[src/design/pit_pkg.sv]
/*
  Constants shared by the periodic tick timer: register indices, field
  positions, reset values and timing counts.
  Assumes a 100 MHz bus clock and a 32768 Hz tick clock derived from it.
*/
package pit_pkg;

  // printed offsets are register indices; byte address is four times the index
  localparam logic [7:0] IDX_TIMER_CONTROL = 8'h10;
  localparam logic [7:0] IDX_TIMER_SYNC_STATUS = 8'h11;
  localparam logic [7:0] IDX_PERIODIC_IRQ_ENABLE = 8'h12;
  localparam logic [7:0] IDX_PERIODIC_IRQ_FLAG = 8'h13;
  localparam logic [7:0] IDX_TIMER_DEBUG_CONTROL = 8'h15;

  // field positions
  localparam int TICK_TIMER_ENABLE_BIT = 0;
  localparam int PERIOD_LSB = 3;
  localparam int PERIOD_MSB = 6;
  localparam int CONTROL_SYNC_BUSY_BIT = 0;
  localparam int TICK_IRQ_ENABLE_BIT = 0;
  localparam int PERIODIC_FLAG_BIT = 0;
  localparam int RUN_IN_DEBUG_BREAK_BIT = 0;

  // reset values
  localparam logic [7:0] TIMER_CONTROL_RESET = 8'h00;
  localparam logic [7:0] TIMER_SYNC_STATUS_RESET = 8'h00;
  localparam logic [7:0] PERIODIC_IRQ_ENABLE_RESET = 8'h00;
  localparam logic [7:0] PERIODIC_IRQ_FLAG_RESET = 8'h00;
  localparam logic [7:0] TIMER_DEBUG_CONTROL_RESET = 8'h00;

  // period selector codes
  localparam logic [3:0] PERIOD_OFF = 4'h0;
  localparam logic [3:0] PERIOD_RESERVED = 4'hf;
  localparam int PERIOD_CNT_W = 15;

  // timing: tick clock is an enable pulse divided down from the bus clock
  localparam int CLK_HZ = 100_000_000;
  localparam int TICK_HZ = 32_768;
  localparam int TICK_DIV = CLK_HZ / TICK_HZ;
  localparam int TICK_DIV_W = 12;
  // control crosses into the tick domain after this many tick edges
  localparam int SYNC_TICKS = 2;
  localparam int SYNC_CNT_W = 2;

endpackage

[src/design/pit_tick_if.sv]
/*
  Bundle between the register side and the period counter.
  Assumes both ends run on the same bus clock; tick_en is a one-cycle enable.
*/
interface pit_tick_if;
  logic tick_en;
  logic run;
  logic clear;
  logic [3:0] period;
  logic event_pulse;

  modport ctl (
    output tick_en,
    output run,
    output clear,
    output period,
    input event_pulse
  );

  modport cnt (
    input tick_en,
    input run,
    input clear,
    input period,
    output event_pulse
  );
endinterface

[src/design/pit_timer.sv]
/*
  Periodic tick timer with an AHB-Lite register slave.
  Assumes a single AHB-Lite master, 32-bit word accesses, and a debug halt
  level arriving asynchronously from the debug logic.
*/
// How it works
// - a 4-bit period code at bits 6:3 selects 2^(code+1) ticks, 0 gives no event, 15 is reserved.
// - the timer runs only while the enable bit 0 of timer_control is one.
// - status bit 0 is high while a timer_control write crosses into the tick domain.
// - bit 0 of periodic_irq_enable enables the interrupt request, zero disables it.
// - the periodic flag is set each time the selected interval elapses.
// - writing one to the flag clears it, writing zero leaves it.
// - with the debug-run bit zero the timer halts during a debug break and ignores events.
// - with the debug-run bit one the timer keeps counting during a debug break.
module pit_timer (
  input wire logic hclk,
  input wire logic hresetn,
  input wire logic hsel,
  input wire logic [31:0] haddr,
  input wire logic [1:0] htrans,
  input wire logic hwrite,
  input wire logic [2:0] hsize,
  input wire logic [31:0] hwdata,
  input wire logic hready,
  output logic hreadyout,
  output logic hresp,
  output logic [31:0] hrdata,
  input wire logic cpu_debug_halt,
  output logic tick_event,
  output logic irq
);

  typedef struct packed {
    logic wr_pend;
    logic rd_pend;
    logic [7:0] addr_idx;
    logic [7:0] ctrl_q;
    logic [7:0] ctrl_act;
    logic busy;
    logic [pit_pkg::SYNC_CNT_W-1:0] sync_cnt;
    logic irqen;
    logic flag;
    logic run_in_debug_break;
    logic [pit_pkg::TICK_DIV_W-1:0] div_cnt;
    logic tick;
    logic dbg_s1;
    logic dbg_s2;
    logic event_q;
    logic [pit_pkg::TICK_DIV_W:0] busy_age;
  } pit_state_t;

  pit_state_t s_q;
  pit_state_t s_d;

  pit_tick_if tif ();

  // word index from a byte address; anything not word-aligned maps nowhere
  function automatic logic [7:0] word_index(input logic [31:0] a);
    if (a[1:0] != 2'b00 || a[31:10] != '0)
      return 8'hff;
    return a[9:2];
  endfunction

  function automatic logic is_ctrl(input logic [7:0] idx);
    return idx == pit_pkg::IDX_TIMER_CONTROL;
  endfunction

  logic addr_phase;
  logic halted;
  logic sync_done;
  logic flag_clear;
  logic ctrl_write;

  // only NONSEQ/SEQ with the bus ready open a transfer
  assign addr_phase = hsel && htrans[1] && hready;
  // debug break halts unless run_in_debug_break is set
  assign halted = s_q.dbg_s2 && !s_q.run_in_debug_break;
  assign sync_done = s_q.busy && s_q.tick
    && (s_q.sync_cnt == pit_pkg::SYNC_CNT_W'(pit_pkg::SYNC_TICKS - 1));
  assign ctrl_write = s_q.wr_pend && is_ctrl(s_q.addr_idx);
  assign flag_clear = s_q.wr_pend && (s_q.addr_idx == pit_pkg::IDX_PERIODIC_IRQ_FLAG)
    && hwdata[pit_pkg::PERIODIC_FLAG_BIT];

  always_comb
  begin
    s_d = s_q;

    // bus address phase
    s_d.wr_pend = addr_phase && hwrite;
    s_d.rd_pend = addr_phase && !hwrite;
    if (addr_phase)
      s_d.addr_idx = word_index(haddr);

    // tick divider, free running so the sync handshake always completes
    s_d.tick = 1'b0;
    if (s_q.div_cnt == pit_pkg::TICK_DIV_W'(pit_pkg::TICK_DIV - 1))
    begin
      s_d.div_cnt = '0;
      s_d.tick = 1'b1;
    end
    else
      s_d.div_cnt = s_q.div_cnt + 1'b1;

    // debug halt synchroniser
    s_d.dbg_s1 = cpu_debug_halt;
    s_d.dbg_s2 = s_q.dbg_s1;

    // control crossing: new value takes effect after SYNC_TICKS tick edges
    if (sync_done)
    begin
      s_d.ctrl_act = s_q.ctrl_q;
      s_d.busy = 1'b0;
      s_d.sync_cnt = '0;
    end
    else if (s_q.busy && s_q.tick)
      s_d.sync_cnt = s_q.sync_cnt + 1'b1;

    // bus data phase writes; a timer_control write while busy restarts the crossing
    if (s_q.wr_pend)
    begin
      unique case (s_q.addr_idx)
        pit_pkg::IDX_TIMER_CONTROL:
        begin
          s_d.ctrl_q = hwdata[7:0] & 8'h79;
          s_d.busy = 1'b1;
          s_d.sync_cnt = '0;
        end
        pit_pkg::IDX_PERIODIC_IRQ_ENABLE:
          s_d.irqen = hwdata[pit_pkg::TICK_IRQ_ENABLE_BIT];
        pit_pkg::IDX_TIMER_DEBUG_CONTROL:
          s_d.run_in_debug_break = hwdata[pit_pkg::RUN_IN_DEBUG_BREAK_BIT];
        default:
        begin
        end
      endcase
    end

    // periodic flag: a new event wins over a same-cycle clear
    s_d.event_q = tif.event_pulse;
    if (tif.event_pulse)
      s_d.flag = 1'b1;
    else if (flag_clear)
      s_d.flag = 1'b0;

    // checking aid: cycles the busy bit has stood since the last control write
    if (!s_q.busy || ctrl_write)
      s_d.busy_age = '0;
    else
      s_d.busy_age = s_q.busy_age + 1'b1;
  end

  always_ff @(posedge hclk or negedge hresetn)
  begin
    if (!hresetn)
    begin
      s_q <= '0;
      s_q.ctrl_q <= pit_pkg::TIMER_CONTROL_RESET;
      s_q.ctrl_act <= pit_pkg::TIMER_CONTROL_RESET;
      s_q.busy <= pit_pkg::TIMER_SYNC_STATUS_RESET[pit_pkg::CONTROL_SYNC_BUSY_BIT];
      s_q.irqen <= pit_pkg::PERIODIC_IRQ_ENABLE_RESET[pit_pkg::TICK_IRQ_ENABLE_BIT];
      s_q.flag <= pit_pkg::PERIODIC_IRQ_FLAG_RESET[pit_pkg::PERIODIC_FLAG_BIT];
      s_q.run_in_debug_break <= pit_pkg::TIMER_DEBUG_CONTROL_RESET[pit_pkg::RUN_IN_DEBUG_BREAK_BIT];
    end
    else
      s_q <= s_d;
  end

  // counter side: cleared while disabled or when a new value lands
  assign tif.tick_en = s_q.tick;
  assign tif.run = s_q.ctrl_act[pit_pkg::TICK_TIMER_ENABLE_BIT] && !halted;
  assign tif.clear = !s_q.ctrl_act[pit_pkg::TICK_TIMER_ENABLE_BIT] || sync_done;
  assign tif.period = s_q.ctrl_act[pit_pkg::PERIOD_MSB:pit_pkg::PERIOD_LSB];

  pit_period_counter u_counter (
    .hclk(hclk),
    .hresetn(hresetn),
    .tif(tif)
  );

  // read mux over registered state; unmapped words read zero
  logic [7:0] rd_byte;
  always_comb
  begin
    rd_byte = 8'h00;
    unique case (s_q.addr_idx)
      pit_pkg::IDX_TIMER_CONTROL:
        rd_byte = s_q.ctrl_q;
      pit_pkg::IDX_TIMER_SYNC_STATUS:
        rd_byte = {7'h00, s_q.busy};
      pit_pkg::IDX_PERIODIC_IRQ_ENABLE:
        rd_byte = {7'h00, s_q.irqen};
      pit_pkg::IDX_PERIODIC_IRQ_FLAG:
        rd_byte = {7'h00, s_q.flag};
      pit_pkg::IDX_TIMER_DEBUG_CONTROL:
        rd_byte = {7'h00, s_q.run_in_debug_break};
      default:
        rd_byte = 8'h00;
    endcase
  end

  // zero wait states, always OKAY
  assign hreadyout = 1'b1;
  assign hresp = 1'b0;
  assign hrdata = s_q.rd_pend ? {24'h000000, rd_byte} : 32'h00000000;
  assign tick_event = s_q.event_q;
  assign irq = s_q.flag && s_q.irqen;

  // helper: status read mirrors busy
  logic rd_byte_busy_ok;
  assign rd_byte_busy_ok = (s_q.addr_idx != pit_pkg::IDX_TIMER_SYNC_STATUS)
    || (rd_byte[pit_pkg::CONTROL_SYNC_BUSY_BIT] == s_q.busy);
endmodule

[src/design/pit_period_counter.sv]
/*
  Power-of-two period counter of the tick timer.
  Assumes tick_en pulses once per tick clock cycle and clear comes from the
  register side on disable or on a new control value.
*/
module pit_period_counter (
  input wire logic hclk,
  input wire logic hresetn,
  pit_tick_if.cnt tif
);

  typedef struct packed {
    logic [pit_pkg::PERIOD_CNT_W-1:0] cnt;
    logic event_pulse;
  } pit_cnt_state_t;

  pit_cnt_state_t s_q;
  pit_cnt_state_t s_d;

  // low code+1 bits set: interval of 2^(code+1) ticks
  function automatic logic [pit_pkg::PERIOD_CNT_W-1:0] period_mask(input logic [3:0] code);
    logic [pit_pkg::PERIOD_CNT_W-1:0] m;
    m = '0;
    for (int i = 0; i < pit_pkg::PERIOD_CNT_W; i++)
    begin
      if (i <= int'(code))
        m[i] = 1'b1;
    end
    return m;
  endfunction

  function automatic logic code_valid(input logic [3:0] code);
    return (code != pit_pkg::PERIOD_OFF) && (code != pit_pkg::PERIOD_RESERVED);
  endfunction

  logic [pit_pkg::PERIOD_CNT_W-1:0] mask;
  assign mask = period_mask(tif.period);

  always_comb
  begin
    s_d = s_q;
    s_d.event_pulse = 1'b0;
    if (tif.clear)
      s_d.cnt = '0;
    else if (tif.tick_en && tif.run)
    begin
      s_d.cnt = s_q.cnt + 1'b1;
      if (code_valid(tif.period) && ((s_q.cnt & mask) == mask))
        s_d.event_pulse = 1'b1;
    end
  end

  always_ff @(posedge hclk or negedge hresetn)
  begin
    if (!hresetn)
      s_q <= '0;
    else
      s_q <= s_d;
  end

  assign tif.event_pulse = s_q.event_pulse;
endmodule

[config.mk]
export PLATFORM = sky130hd
export DESIGN_NAME = pit_timer
export DESIGN_NICKNAME = d
export VERILOG_FILES = /design/src/design/pit_pkg.sv /design/src/design/pit_tick_if.sv /design/src/design/pit_timer.sv /design/src/design/pit_period_counter.sv
export SDC_FILE = /design/constraint.sdc
export NUM_CORES = 1
export LEC_CHECK = 0
export ABC_AREA = 1
export BUFFER_PORTS_ARGS = -buffer_cell sky130_fd_sc_hd__buf_2
export CAP_MARGIN = 10
export CORE_MARGIN = 2
export CORE_UTILIZATION = 55
export CTS_CLUSTER_DIAMETER = 200
export DETAILED_ROUTE_END_ITERATION = 6
export GPL_TIMING_DRIVEN = 1
export PLACE_DENSITY = 0.95
export SLEW_MARGIN = 5
export SYNTH_ARGS = -nofsm -noshare
export SYNTH_HDL_FRONTEND = slang
export SYNTH_SLANG_ARGS = --single-unit
export TNS_END_PERCENT = 30
[constraint.sdc]
create_clock -name hclk -period 2.5 [get_ports hclk]
set_input_delay 0.625 -clock hclk [delete_from_list [all_inputs] [get_ports hclk]]
set_output_delay 0.625 -clock hclk [all_outputs]
set_load 0.02 [all_outputs]
==> results of run 1 <==
## sequential cells by signal (all words and copies together), names as in the netlist
signal	flops
u_counter.s_q	15
s_q	39
s_d	1
tick_event	1
u_counter.tif.event_pulse	1
tif.tick_en	1
## kinds of logic (layout without fill, tap and decap cells)
logic type               Yosys count  in the layout
other                              2             29
buffers and inverters             91            125
flip-flops                        58             58
XOR/XNOR                           6              6
AO/OA/AOI/OAI                     46             46
adder cells (fa/ha/maj)            4              4
AND/OR/NAND/NOR                  250            250
## through the flow
step           util, %  power, mW  hold slack (ps)  setup slack [ps]  std cells
3_3_place_gp      60.6       1.16              339               606        577
5_1_grt           63.6       2.00              300              6.90        593
3_5_place_dp      60.6       1.17              348               558        577
6_report          63.6       1.90              270               125        593
2_1_floorplan        -       1.13              329               638        484
4_1_cts           63.5       1.91              286               108        593
## per-layer routing
metal | GRT usage, % | vias up
met1 | 25.2 | 1388
li1 | - | 1485
met4 | 8.67 | 0
met3 | 6.85 | 19
met5 | 0 | -
met2 | 43.3 | 91
## worst min-delay path by stage
stage,start,to,slack [ps],cells after the start
floorplan,hresetn,s_d[14]$_DFF_PN0_,330,0
global placement,s_d[14]$_DFF_PN0_,s_q[14]$_DFF_PN0_,340,0
detailed placement,s_d[14]$_DFF_PN0_,s_q[14]$_DFF_PN0_,350,0
CTS,hresetn,u_counter.s_q[2]$_DFFE_PN0P_,290,2
global route,hresetn,u_counter.s_q[1]$_DFFE_PN0P_,300,2
finish,hresetn,u_counter.s_q[1]$_DFFE_PN0P_,270,2
## area by class of cell
cell class | count | area, um^2
Inverter | 58 | 218
Tap cell | 75 | 93.8
Fill cell | 470 | 2160
Timing Repair Buffer | 51 | 270
Sequential cell | 58 | 1450
Clock buffer | 11 | 141
Clock inverter | 5 | 30.0
Multi-Input combinational cell | 335 | 1560
## report_power, final
group | leakage [nW] | internal, mW | switching [mW] | total [mW]
clock network | 0.0851 | 0.381 | 0.370 | 0.750
logic | 1.12 | 0.0518 | 0.116 | 0.168
registers | 0.736 | 0.967 | 0.0183 | 0.985
## synthesized netlist by cell type (all sizes together), types with 2 or more instances
master,instances
dfrtp,58
inv,58
nor3,7
o21ai,30
buf,31
nand4,8
nand3,30
a21o,2
ha,4
a21oi,13
nor2,84
conb,2
nand2,117
xor2,5
clkbuf,2
==> flow_metrics.tcl, run 1 <==
set metrics [dict create \
    critPathSlowestCell "dfrtp_1" \
    synth_seq_cells 58 \
    die_w_um 82.3 \
    clockBufferDepth 2 \
    critPathMaxStageDelay_ps 380 \
    routed.top_layer "met4" \
    gp_congestion 0.919 \
    grt_pass1_vias 2886 \
    r2r-end "u_counter.tif.event_pulse$_DFF_PN0_" \
    synthMuxAreaShare_pct 0 \
    r2r-start "s_q[32]$_DFF_PN0_" \
    crit_path_frequent_cell "nor2_1" \
    insertion_delay_ps 340 \
    endpoint_kind "output port" \
    status "completed" \
    drt_iter0_drc 188 \
    synthAdderAreaFrac_pct 1.49 \
    nNetsFinal 592 \
    die_area_um2 6770 \
    cts_hold_buf 0 \
    critical_path_class "reg2out" \
    hold_class "in2async" \
    cts_sinks 58 \
    crit_chain "inv_1, nand2_1, nor2_4, nand2_2, o21ai_0, nor2_1, nor2_1, buf_2" \
    cts_resized 0 \
    final_area_um2 3760 \
    fin_crit_ps 2370 \
    area_delta_synth_final_pct 11.7 \
    cp_max_fo 9 \
    wl_met1_um 2800 \
    coreArea_um2 5920 \
    cts_made_buffers 9 \
    synth_top_family_by_area "simple AND/OR/NAND/NOR gates" \
    dr_wl_met2_um 3810 \
    drc_errors 0 \
    root_buffer "clkbuf_8" \
    ios 111 \
    grt_usage_pct 23.5 \
    hold_viol 0 \
    drv_slew 0 \
    start_util_pct 56.9 \
    hpwl_um 5140 \
    yosys.area.top_type "dfrtp_1" \
    cp-endpoint "hrdata[0]" \
    synth-edff-count 0 \
    antenna_cells 0 \
    clkTransAtPathRegs_ps 70 \
    p_leak_nw 1.94 \
    io_buffers 50 \
    firstDrtPassIters 5 \
    synth-compound-area-share_pct 7.06 \
    syn_inst 457 \
    r2r_slack_ps 690 \
    cp_data_required_time_ps 1880 \
    crit_arrival_ps 1750 \
    grt-ovfl-total 0 \
    vias_per_cell 5.03 \
    ys_seq_area_share_pct 43.1 \
    syn_area_um2 3370 \
    netlist-cell-type-count 30 \
    setup_viol 0 \
    antenna_left 0 \
    mostFrequentLayoutCell "nand2_1" \
    ys_top_cells_by_area "dfrtp_1 (43%), nand2_1 (13%), nor2_1 (8.5%)" \
    synth-main-ff-cell "dfrtp_1" \
    max_freq_mhz 421 \
    tns_ps 0 \
    setup.worst_path.start "s_q[57]$_DFFE_PN0P_" \
    yosysWarnings 0 \
    num_vias 2983 \
    start_kind "flip-flop" \
    rsz0062_at_grt "false" \
    drive_gt1_share_pct 16.0 \
    wire_per_inst_um 12.0 \
    maxCapViolations 0 \
    postSynth.asyncResetShare_pct 100 \
    wl_met3_um 366 \
    synth-simple-area-share_pct 32.9 \
    cts_max_level 3 \
    cts_tree "done" \
    fin_skew_ps 8.84 \
    postCtsSetupRepairBufs 0 \
    avgSynthCellArea_um2 7.37 \
    grt_pass1_wl_um 12100 \
    grt_max_degree 59 \
    cp_num_cells 8 \
    place_area_um2 3590 \
    most-common-layout-cells "nand2_1 (113), nor2_1 (75), dfrtp_1 (58)" \
    peakVddDrop_uv 554 \
    crit_buf_inv 2 \
    rr_worst_depth 8 \
    synthDominantCellAreaShare_pct 43.1 \
    grt_antenna_before_repair 0 \
    chipHeight_um 82.3 \
    period_share_pct 95.0 \
    synth_xor_area_share_pct 1.56 \
    wirelength_um 7110 \
    rows 28 \
    cp_top_family "simple AND/OR/NAND/NOR gates" \
    p_per_area_nw_per_um2 506 \
]
(Power assumes the default switching activity.)
==> run 2, diff against run 1 <==
Settings changed: CORE_UTILIZATION 55 to 57, CTS_BUF_LIST set to sky130_fd_sc_hd__clkbuf_8.
==> run 2 against run 1 <==
  * Sequential cell count stayed put
  * Die area is 3.3% lower
  * Fmax is 1.5% higher
  * Design area is 0.53% higher
  * Sequential power hardly changed
  * Global-route usage is 0.27 points higher
  * Critical endpoint unchanged
  * Largest cell class unchanged
==> flow_metrics.tcl, run 2 (synthesis results as in run 1) <==
set metrics [dict create \
    die_w_um 80.9 \
    chipHeight_um 80.9 \
    start_util_pct 60.1 \
    n_fill_cell 473 \
    cp_max_fo 4 \
    period_share_pct 93.6 \
    root_buffer "clkbuf_8" \
    crit_path_frequent_cell "nor2_1" \
    cts_tree "done" \
    clockBufferDepth 2 \
    cts_max_level 3 \
    coreArea_um2 5610 \
    num_vias 2980 \
    setup_viol 0 \
    hold_class "in2async" \
    critPathSlowestCell "dfrtp_1" \
    grt_use_met3_pct 6.00 \
    grt-busiest-layer "met2" \
    rows 27 \
    status "completed" \
    antenna_left 0 \
    cts_hold_buf 0 \
    crit_chain "inv_1, nand2_1, nor2_1, nand2_2, o21ai_0, nor2_1, nor2_1, buf_2" \
    postCtsSetupRepairBufs 0 \
    drc_errors 0 \
    firstDrtPassIters 4 \
    area_delta_synth_final_pct 12.3 \
    peakVddDrop_uv 437 \
    gr-usage-met1_pct 22.9 \
    fin_crit_ps 2340 \
    p_per_area_nw_per_um2 530 \
    most-common-layout-cells "nand2_1 (113), nor2_1 (76), inv_1 (59)" \
    critical_path_class "reg2out" \
    antenna_cells 0 \
    grt_pass1_wl_um 12000 \
    mostFrequentLayoutCell "nand2_1" \
    p_leak_nw 1.97 \
    max_freq_mhz 427 \
    wirelength_um 7090 \
    cts_sinks 58 \
    grt-ovfl-total 0 \
    die_area_um2 6540 \
    rsz0062_at_grt "false" \
    final_area_um2 3780 \
    hold_viol 0 \
    drt_iter0_drc 190 \
    start_kind "flip-flop" \
    drv_slew 0 \
    grt_max_degree 39 \
    grt_usage_pct 23.8 \
    clkTransAtPathRegs_ps 60 \
    endpoint_kind "output port" \
    slew_headroom_pct 66.3 \
    grt_pass1_vias 2995 \
    top_regs "s_q: 39 flops, u_counter.s_q: 15 flops" \
    nNetsFinal 592 \
    fin_skew_ps 9.88 \
    grt_antenna_before_repair 0 \
    drive_gt1_share_pct 15.4 \
    io_buffers 50 \
    vias_per_cell 5.05 \
    gp_congestion 0.921 \
    r2r_slack_ps 690 \
    crit_arrival_ps 1710 \
    tns_ps 0 \
    cts_made_buffers 9 \
    hpwl_um 5230 \
    regMostFlops "s_q" \
    tightest_slew_ps 505 \
    wire_per_inst_um 12.0 \
    grtUsageMet2_pct 46.1 \
    maxCapViolations 0 \
    insertion_delay_ps 340 \
    critPathMaxStageDelay_ps 390 \
    regArea_um2 1450 \
    ios 111 \
    cp_data_required_time_ps 1880 \
    multiInputGateArea_um2 1560 \
    largest_reg_flops 39 \
    power_mw 2.00 \
    place_area_um2 3590 \
    cts_resized 0 \
]
==> run 2: cell count changes in the layout (fill, tap and decap cells not counted), sizes merged <==
cell      delta
clkinvlp     -2
bufinv       +1
inv          +3
clkinv       -2
==> run 2: path summary, 6_finish.rpt <==
kind | from | to | cells after the start
min | hresetn | u_counter.s_q[1]$_DFFE_PN0P_ | 1
min in group hclk | s_d[14]$_DFF_PN0_ | s_q[14]$_DFF_PN0_ | 0
max reg2reg | s_q[32]$_DFF_PN0_ | u_counter.tif.event_pulse$_DFF_PN0_ | 8
min reg2reg | s_d[14]$_DFF_PN0_ | s_q[14]$_DFF_PN0_ | 0
max in group asynchronous | hresetn | s_q[18]$_DFF_PN0_ | 2
max | s_q[54]$_DFFE_PN0P_ | hrdata[0] | 8
==> run 2: stage by stage <==
stage	cells	hold WS, ps	utilization [%]	worst slack [ps]
after detailed placement	574	349	63.9	578
after global placement	574	338	63.9	591
final	590	244	67.5	160
after global routing	590	275	67.5	30.7
after CTS	590	257	67.5	175
after floorplan	484	329	-	638
==> run 2: area by class of cell <==
cell class | count | share of cell area [%]
clock inverters | 5 | 1.22
flip-flops and latches | 58 | 38.4
clock buffers | 11 | 4.00
multi-input cells | 335 | 41.1
repair buffers | 51 | 7.14
well taps | 72 | 2.38
inverters | 58 | 5.75
==> run 2: metal layers <==
metal / share of wire [%] / up-vias
met1: 39 / 1388
met4: 1.6 / 0
met3: 4.8 / 16
li1: - / 1484
met5: 0 / -
met2: 54 / 92
==> run 2: report_power, final <==
group | internal (mW) | leakage (nW) | switching, mW | total [mW]
clock network | 0.502 | 0.113 | 0.353 | 0.855
logic | 0.0514 | 1.12 | 0.114 | 0.166
registers | 0.967 | 0.736 | 0.0176 | 0.985
==> run 2: critical path: cells and delay by family (launching register included) <==
kind                   cells  cell delay, ps
and+or+nand+nor            5             570
DFF                        1             390
buffers and inverters      2             260
AOI/OAI and AO/OA          1             160
